[src/logic/wiper_host_params.svh]
`ifndef WIPER_HOST_PARAMS_SVH
`define WIPER_HOST_PARAMS_SVH
`define CLK_PERIOD_NS      10
`define POWERUP_WAIT_US    1000
`define POWERUP_WAIT_CYC   ((`POWERUP_WAIT_US * 1000 + `CLK_PERIOD_NS - 1) / `CLK_PERIOD_NS)
`define HALF_STEP_NS       1000
`define HALF_STEP_CYC      ((`HALF_STEP_NS + `CLK_PERIOD_NS - 1) / `CLK_PERIOD_NS)
`define POS_WIDTH          5
`define TAP_COUNT          32
`define POS_MAX            5'h1F
`define POS_MIN            5'h00
`endif

[src/logic/wiper_host_pkg.sv]
package wiper_host_pkg;
   typedef enum logic [2:0] {
      st_power_wait,
      st_idle,
      st_select,
      st_strobe_low,
      st_strobe_high,
      st_release,
      st_done
   } host_state_e;
endpackage

[src/logic/step_tick.sv]
`timescale 1ns/10ps
`default_nettype none
module step_tick #(
   parameter int DIVIDE = 100
) (
   // clock and reset
   input  wire logic core_clk,
   input  wire logic reset_n,
   // enable pulse
   output logic      tick
);
   if (DIVIDE < 1) begin : g_bad_divide
      $error("divide must be at least one");
   end

   logic [31:0] count;
   wire         wrap = (count >= 32'(DIVIDE - 1));

   always_ff @(posedge core_clk) begin
      if (!reset_n) begin
         count <= 32'h0;
         tick  <= 1'b0;
      end else begin
         count <= wrap ? 32'h0 : count + 32'h1;
         tick  <= wrap;
      end
   end
endmodule
`default_nettype wire

[src/logic/wiper_host.sv]
// Operation
// - deselect with strobe high saves position
// - deselect with strobe low skips save
// - direction may change while selected (this host sets it at command take and holds it until deselect)
// - wait 1 ms after power before stepping
`timescale 1ns/10ps
`default_nettype none
`include "wiper_host_params.svh"
module wiper_host
   import wiper_host_pkg::*;
#(
   parameter int POWERUP_CYC = `POWERUP_WAIT_CYC,
   parameter int HALF_CYC    = `HALF_STEP_CYC
) (
   // clock and reset
   input  wire logic                  core_clk,
   input  wire logic                  reset_n,
   // command
   input  wire logic                  cmd_valid,
   input  wire logic                  cmd_up,
   input  wire logic [`POS_WIDTH-1:0] cmd_steps,
   input  wire logic                  cmd_save,
   output logic                       cmd_ready,
   output logic                       cmd_done,
   // tracked position
   output logic [`POS_WIDTH-1:0]      position,
   output logic                       position_known,
   // device pins
   output logic                       chip_select_n,
   output logic                       step_strobe_n,
   output logic                       direction_sel
);
   // refuse counts the divider and wait counter cannot serve
   if (POWERUP_CYC < 1 || HALF_CYC < 1) begin : g_bad_timing
      $error("timing counts must be at least one");
   end
   // position width must cover every tap
   if ((1 << `POS_WIDTH) != `TAP_COUNT) begin : g_bad_taps
      $error("position width does not cover the taps");
   end

   host_state_e           state;
   host_state_e           next_state;
   logic [31:0]           wait_count;
   logic [`POS_WIDTH-1:0] steps_left;
   logic                  save_req;
   logic                  up_req;
   logic                  tick;

   step_tick #(.DIVIDE(HALF_CYC)) u_tick (
      .core_clk (core_clk),
      .reset_n  (reset_n),
      .tick     (tick)
   );

   // one decode shared by the tick-qualified state wires below; the sequencer tests tick itself
   function automatic logic at_tick(input host_state_e now,
                                    input host_state_e want,
                                    input logic        pulse);
      return pulse && (now == want);
   endfunction

   wire powered   = (wait_count >= 32'(POWERUP_CYC));
   wire last_step = (steps_left == 5'h01);
   wire no_steps  = (steps_left == 5'h00);
   wire at_top    = (position == `POS_MAX);
   wire at_bottom = (position == `POS_MIN);
   // model the device's saturating counter
   wire [`POS_WIDTH-1:0] next_position =
      (up_req && !at_top)     ? position + 5'h01 :
      (!up_req && !at_bottom) ? position - 5'h01 :
      position;

   // state decodes
   wire take         = (state == st_idle) && cmd_valid;
   wire select_tick  = at_tick(state, st_select, tick);
   wire low_tick     = at_tick(state, st_strobe_low, tick);
   wire high_tick    = at_tick(state, st_strobe_high, tick);
   wire release_tick = at_tick(state, st_release, tick);
   wire done_now     = (state == st_done);

   // pin decodes: without save the strobe stays low after the last fall
   wire keep_low     = last_step && !save_req;
   wire strobe_fall  = (select_tick && (!no_steps || !save_req))
                    || (high_tick && !last_step);
   wire strobe_rise  = (low_tick && !keep_low) || done_now;
   wire pos_move     = (select_tick && !no_steps) || (high_tick && !last_step);

   // command sequencer
   always_comb begin
      next_state = state;
      case (state)
         st_power_wait: begin
            if (powered) begin
               next_state = st_idle;
            end
         end
         st_idle: begin
            if (cmd_valid) begin
               next_state = st_select;
            end
         end
         st_select: begin
            if (tick) begin
               next_state = (steps_left == 5'h00) ? st_release : st_strobe_low;
            end
         end
         st_strobe_low: begin
            if (tick) begin
               next_state = keep_low ? st_release : st_strobe_high;
            end
         end
         st_strobe_high: begin
            if (tick) begin
               next_state = last_step ? st_release : st_strobe_low;
            end
         end
         st_release: begin
            if (tick) begin
               next_state = st_done;
            end
         end
         st_done: begin
            next_state = st_idle;
         end
         default: begin
            next_state = st_idle;
         end
      endcase
   end

   always_ff @(posedge core_clk) begin
      if (!reset_n) begin
         state <= st_power_wait;
      end else begin
         state <= next_state;
      end
   end

   // supply settle count
   always_ff @(posedge core_clk) begin
      if (!reset_n) begin
         wait_count <= 32'h0;
      end else if (!powered) begin
         wait_count <= wait_count + 32'h1;
      end
   end

   // command latch, step countdown
   always_ff @(posedge core_clk) begin
      if (!reset_n) begin
         steps_left <= 5'h00;
         save_req   <= 1'b0;
         up_req     <= 1'b0;
      end else if (take) begin
         steps_left <= cmd_steps;
         save_req   <= cmd_save;
         up_req     <= cmd_up;
      end else if (high_tick) begin
         steps_left <= steps_left - 5'h01;
      end
   end

   // pins: select low frames every strobe fall
   always_ff @(posedge core_clk) begin
      if (!reset_n) begin
         chip_select_n <= 1'b1;
         step_strobe_n <= 1'b1;
         direction_sel <= 1'b0;
      end else begin
         if (take) begin
            chip_select_n <= 1'b0;
            direction_sel <= cmd_up;
         end else if (release_tick) begin
            chip_select_n <= 1'b1;
         end
         if (strobe_fall) begin
            step_strobe_n <= 1'b0;
         end else if (strobe_rise) begin
            step_strobe_n <= 1'b1;
         end
      end
   end

   // position tracking, unknown until first save after power-up
   always_ff @(posedge core_clk) begin
      if (!reset_n) begin
         position       <= `POS_MIN;
         position_known <= 1'b0;
      end else begin
         if (pos_move) begin
            position <= next_position;
         end
         if (done_now && save_req) begin
            position_known <= 1'b1;
         end
      end
   end

   // handshake flags
   always_ff @(posedge core_clk) begin
      if (!reset_n) begin
         cmd_ready <= 1'b0;
         cmd_done  <= 1'b0;
      end else begin
         cmd_ready <= (next_state == st_idle) && !(state == st_idle && cmd_valid);
         cmd_done  <= (state == st_done);
      end
   end
endmodule
`default_nettype wire

[config.mk]
export PLATFORM = sky130hd
export DESIGN_NAME = wiper_host
export DESIGN_NICKNAME = d
export VERILOG_FILES = /design/src/logic/wiper_host_pkg.sv /design/src/logic/step_tick.sv /design/src/logic/wiper_host.sv
export VERILOG_INCLUDE_DIRS = /design/src /design/src/logic
export SDC_FILE = /design/constraint.sdc
export NUM_CORES = 1
export LEC_CHECK = 0
export BUFFER_PORTS_ARGS = -buffer_cell sky130_fd_sc_hd__buf_2
export CAP_MARGIN = 20
export CORE_MARGIN = 3
export CORE_UTILIZATION = 45
export DETAILED_ROUTE_END_ITERATION = 8
export PLACE_DENSITY_LB_ADDON = 0.1
export SYNTH_ARGS = -nofsm -noshare
export SYNTH_HDL_FRONTEND = slang
export SYNTH_SLANG_ARGS = --single-unit
export TNS_END_PERCENT = 100
[constraint.sdc]
create_clock -name core_clk -period 6.58 [get_ports core_clk]
set_input_delay 0.987 -clock core_clk [delete_from_list [all_inputs] [get_ports core_clk]]
set_output_delay 0.987 -clock core_clk [all_outputs]
set_load 0.01 [all_outputs]
---- After elaboration in Yosys (flattened, before gate mapping) ----
Cells that the tools add are included.
storage, ports and cells
  word-level logic and storage cells ...... 83
  bits in registers ....................... 85
  input bits .............................. 10
operators by class
  muxes and demuxes ....................... 18
  $lt $le $gt $ge ......................... 2
  add/sub/neg operators ................... 5
  equality and inequality tests ........... 9
  bitwise gates (word level) .............. 1
  reduce and logical (&&, ||, !) cells .... 35
operator list
  kind                                                   number
  adder 32 x 1 -> 32 bit, second input constant          2
  >= comparator 32 x 17 -> 1 bit, second input constant  1
  >= comparator 32 x 7 -> 1 bit, second input constant   1
  two-way mux 3 bit                                      8
  two-way mux 5 bit                                      4
  case mux 3 bit (6 select lines)                        1
  logical AND 1 bit                                      14
  zero test 5 bit                                        2
  subtractor 5 x 1 -> 5 bit, second input constant       2
  equality test 3 bit, second input constant             3
  zero test 1 bit                                        8
  nonzero test 2 bit                                     4
  equality test 3 x 1 -> 1 bit, second input constant    2
  equality test 3 x 2 -> 1 bit, second input constant    2
  adder 5 x 1 -> 5 bit, second input constant            1
  equality test 5 x 1 -> 1 bit, second input constant    1
  equality test 5 bit, second input constant             1
  two-way mux 1 bit                                      5
  logical OR 1 bit                                       4
  zero test 3 bit                                        1
  AND reduction 2 bit                                    1
  OR reduction 2 bit                                     1
  NOT 1 bit                                              1

---- Longest topological paths before layout ----
  depth in word-level cells ............... 7
  gate-level depth with buffers ........... 8
  gate-level depth less buffers ........... 8

---- Modules after synthesis ----
A second synthesis with hierarchy kept.
unflattened totals
  cells, all modules ...................... 344
  area, all modules ....................... 3,325.7 µm²
modules (own cells, without submodules)
  module      seq. area each (µm²)  cells an instance  times used  area each (µm²)
  wiper_host  1,041.0               276                1           2,432.3
  step_tick   660.6                 68                 1           893.4

---- Worst setup path after synthesis ----
No wires, ideal clock.
  path type ............................... reg-to-reg
  start point ............................. register position[0]
  end point ............................... register position[4]
  required time ........................... 6.509 ns
  slack ................................... 4.248 ns
  stages on the path, launching flop included .. 9
  arrival ................................. 2.262 ns
  setup time .............................. 0.071 ns
  clock period less this slack ............ 2.332 ns
  path through ............................ dfxtp_1 nand3_1 o21ai_0 ha_1 a21o_1 a21oi_1 xor2_1 or3_1 a21oi_1
on the way
  longest elaborated chain between the ends .. 5
  elaborated cells on any way between the ends .. 12
  classes of those cells .................. 2 x add/sub; 1 x eq/ne; 2 x mux; 7 x reduce/logical
RTL lines
  element                                                            line               RTL
  start, declared                                                    wiper_host.sv:26   output logic [`POS_WIDTH-1:0] position,
  start signal, assigned                                             wiper_host.sv:188  position <= `POS_MIN;
  start signal, assigned                                             wiper_host.sv:192  position <= next_position;
  branches (longest 5 deep; another with subtractor 5 x 1 -> 5 bit)  --
Several ways; the timed one is not identified. The select of a mux whose other input is x is not followed.
A chain may end at the register's enable or synchronous reset.

==> results_dict.tcl <==
set metrics [dict create \
    antenna_found_initial 0 \
    layout_common_cells "dfxtp_1, nand2_1, nor2_1" \
    boundaryPins 21 \
    muxShareOfSynthArea_pct 2.41 \
    wl_um 5670 \
    min_period_over_period_pct 38.8 \
    cts.clk_slew.worst_paths_ns 0.08 \
    postCtsSetupRepairBufs 0 \
    async_flop_share_pct 0 \
    worst-path-buf-inv 2 \
    synth_xor_xnor_area_share_pct 3.42 \
    layout_commonest_cell "dfxtp_1" \
    ir_drop_uv 159 \
    yosysSeqAreaShare_pct 51.1 \
    synth_compound_area_share_pct 11.3 \
    portBuffers 20 \
    grt_pass1_wl_um 9780 \
    yosys.cell_types.count 50 \
    row_count 30 \
    skew_ns 0.00447 \
    slowest_stage "or4_4" \
    fin_nets 405 \
    syn_area_per_cell_um2 9.65 \
    power.density_nw_per_um2 241 \
    clk_latency_ns 0.35 \
    reg2reg_slack_ns 4.04 \
    die_y_um 92.0 \
    dieArea_um2 8470 \
    core_um2 6980 \
    clock_sinks 85 \
    firstDrtPassIters 4 \
    grt_max_degree 40 \
    h-tree-depth 3 \
    r2r_cells 8 \
    postSynthCellCount 345 \
    cap_violations 0 \
    hold_buffers 0 \
    cts_resized 0 \
    cp_max_fo 39 \
    vias 2408 \
    outcome "finished, final reports clean" \
    synth_fa_ha_area_share_pct 4.28 \
    setup_slack_ns 4.03 \
    start_util_pct 47.7 \
    tightest_slew_ns 0.988 \
    ys_ff_latch 85 \
    fmax_ghz 0.392 \
    synth_simple_gate_area_share_pct 24.6 \
    fp.dieW_um 92.0 \
    clockBufferDepth 2 \
    crit_family "buffers and inverters" \
    drt_iter0_markers 76 \
    hp-start "wait_count[29]" \
    final-max-slew-violation-count 0 \
    synth_top_family_by_area "simple AND/OR/NAND/NOR gates" \
    hold_viol 0 \
    synth_flop_cell "dfxtp_1" \
    rsz0062_at_grt "false" \
    grt_overflow 0 \
    cp-start-kind "input pin" \
    vias_per_cell 4.95 \
    yosysWarnings 0 \
    cts_buffers 9 \
    worstPathCellList "buf_2 > inv_1 > or4_4 > a211oi_2" \
    num-fill-cells 680 \
    place.gp.congestion 0.756 \
    cpPeakStageDelay_ns 0.67 \
    drc 0 \
    crit_arrival_ns 2.83 \
    dp.final_hpwl_um 3800 \
    period_needed_ns 2.55 \
    seq_area_um2 1700 \
    setup_tns_ns 0 \
    cellLeakagePower_nw 1.49 \
    grt_pass1_vias 2200 \
    r2r-start "position[1]" \
    ant_nets 0 \
    crit_type "in2reg" \
    cts_tree "built" \
    setup_viol 0 \
    drive_gt1_share_pct 11.5 \
    worstSetupEndpointType "register" \
    area_growth_pct 13.2 \
    worstPathRequired_ns 6.85 \
    num_antenna_cells 0 \
    slew_headroom_pct 34.1 \
    syn_area_um2 3330 \
    grt_usage_pct 14.5 \
    place_ws_ns 3.59 \
    multi_input_area_um2 1630 \
    cts_root_buffer "clkbuf_8" \
    hold_end "wait_count[29]" \
    synth-edff-count 0 \
    hold_path_class "reg2reg" \
    wl_per_cell_um 11.7 \
    rr_endpoint "position[4]" \
    min_path_cells 1 \
]
==> metrics by stage <==
| step | hold slack [ns] | std cells | power, mW | instance area (um^2) | utilization [%] |
|---|---|---|---|---|---|
| floorplan | 0.430 | 369 | 0.551 | 3420 | - |
| global placement | 0.445 | 470 | 0.557 | 3570 | 51.1 |
| detailed placement | 0.446 | 470 | 0.557 | 3570 | 51.1 |
| CTS | 0.470 | 486 | 0.926 | 3770 | 54.0 |
| global route | 0.483 | 486 | 0.952 | 3770 | 54.0 |
| finish | 0.463 | 486 | 0.910 | 3770 | 54.0 |
==> logic make-up (layout without fill, tap and decap cells) <==
kind of cell / Yosys count / after routing
other cells: 1 / 25
compound gates: 58 / 58
mux: 8 / 8
flops: 85 / 85
buf+inv: 21 / 42
xor+xnor: 13 / 13
simple gates: 148 / 148
fa+ha+maj: 11 / 11
==> layout make-up <==
| type | count | area share (%) |
|---|---|---|
| Sequential cell | 85 | 45.2 |
| Multi-Input combinational cell | 263 | 43.1 |
| Clock buffer | 10 | 3.39 |
| Tap cell | 96 | 3.19 |
| Timing Repair Buffer | 20 | 2.66 |
| Clock inverter | 6 | 1.89 |
| Inverter | 6 | 0.598 |
==> Yosys cell counts, types with 5 or more instances <==
cell type	n	share of area [%]
and2_1	19	3.6
a21oi_1	19	2.9
or3_1	11	2.1
buf_2	5	0.75
nand4_1	8	1.5
xor2_1	8	2.1
ha_1	9	3.4
clkbuf_1	8	0.90
nor4_1	11	2.1
nor2_1	26	2.9
o31ai_1	5	1.1
nor3_1	7	1.1
xnor2_1	5	1.3
inv_1	6	0.68
nand3_1	11	1.7
mux2i_1	8	2.4
nand2_1	26	2.9
o211ai_1	5	1.1
o21ai_0	14	2.1
dfxtp_1	85	51
nand2b_1	8	1.5
==> where the power goes <==
part | switching, mW | internal [mW] | total, mW
combinational | 0.0108 | 0.00574 | 0.0166
sequential | 0.00411 | 0.524 | 0.528
clock | 0.186 | 0.179 | 0.365
==> flip-flops by register name (all words and copies together), names as in the netlist <==
signal	count
chip_select_n	1
cmd_done	1
cmd_ready	1
direction_sel	1
position	5
position_known	1
save_req	1
state	3
step_strobe_n	1
steps_left	5
u_tick.count	32
u_tick.tick	1
wait_count	32
==> routing by layer <==
layer	track usage (%)	share of wire [%]
met3	5.25	4.6
met1	18.3	48
met5	0	0
met2	22.7	46
met4	5.57	1.6
==> worst max path at each step <==
stage,from,to,cells after the start
6_report,reset_n,cmd_ready,4
5_1_grt,reset_n,cmd_ready,4
4_1_cts,reset_n,cmd_ready,4
3_5_place_dp,reset_n,cmd_ready,4
3_3_place_gp,reset_n,cmd_ready,4
2_1_floorplan,position[0],position[4],8
(Power assumes the default switching activity.)
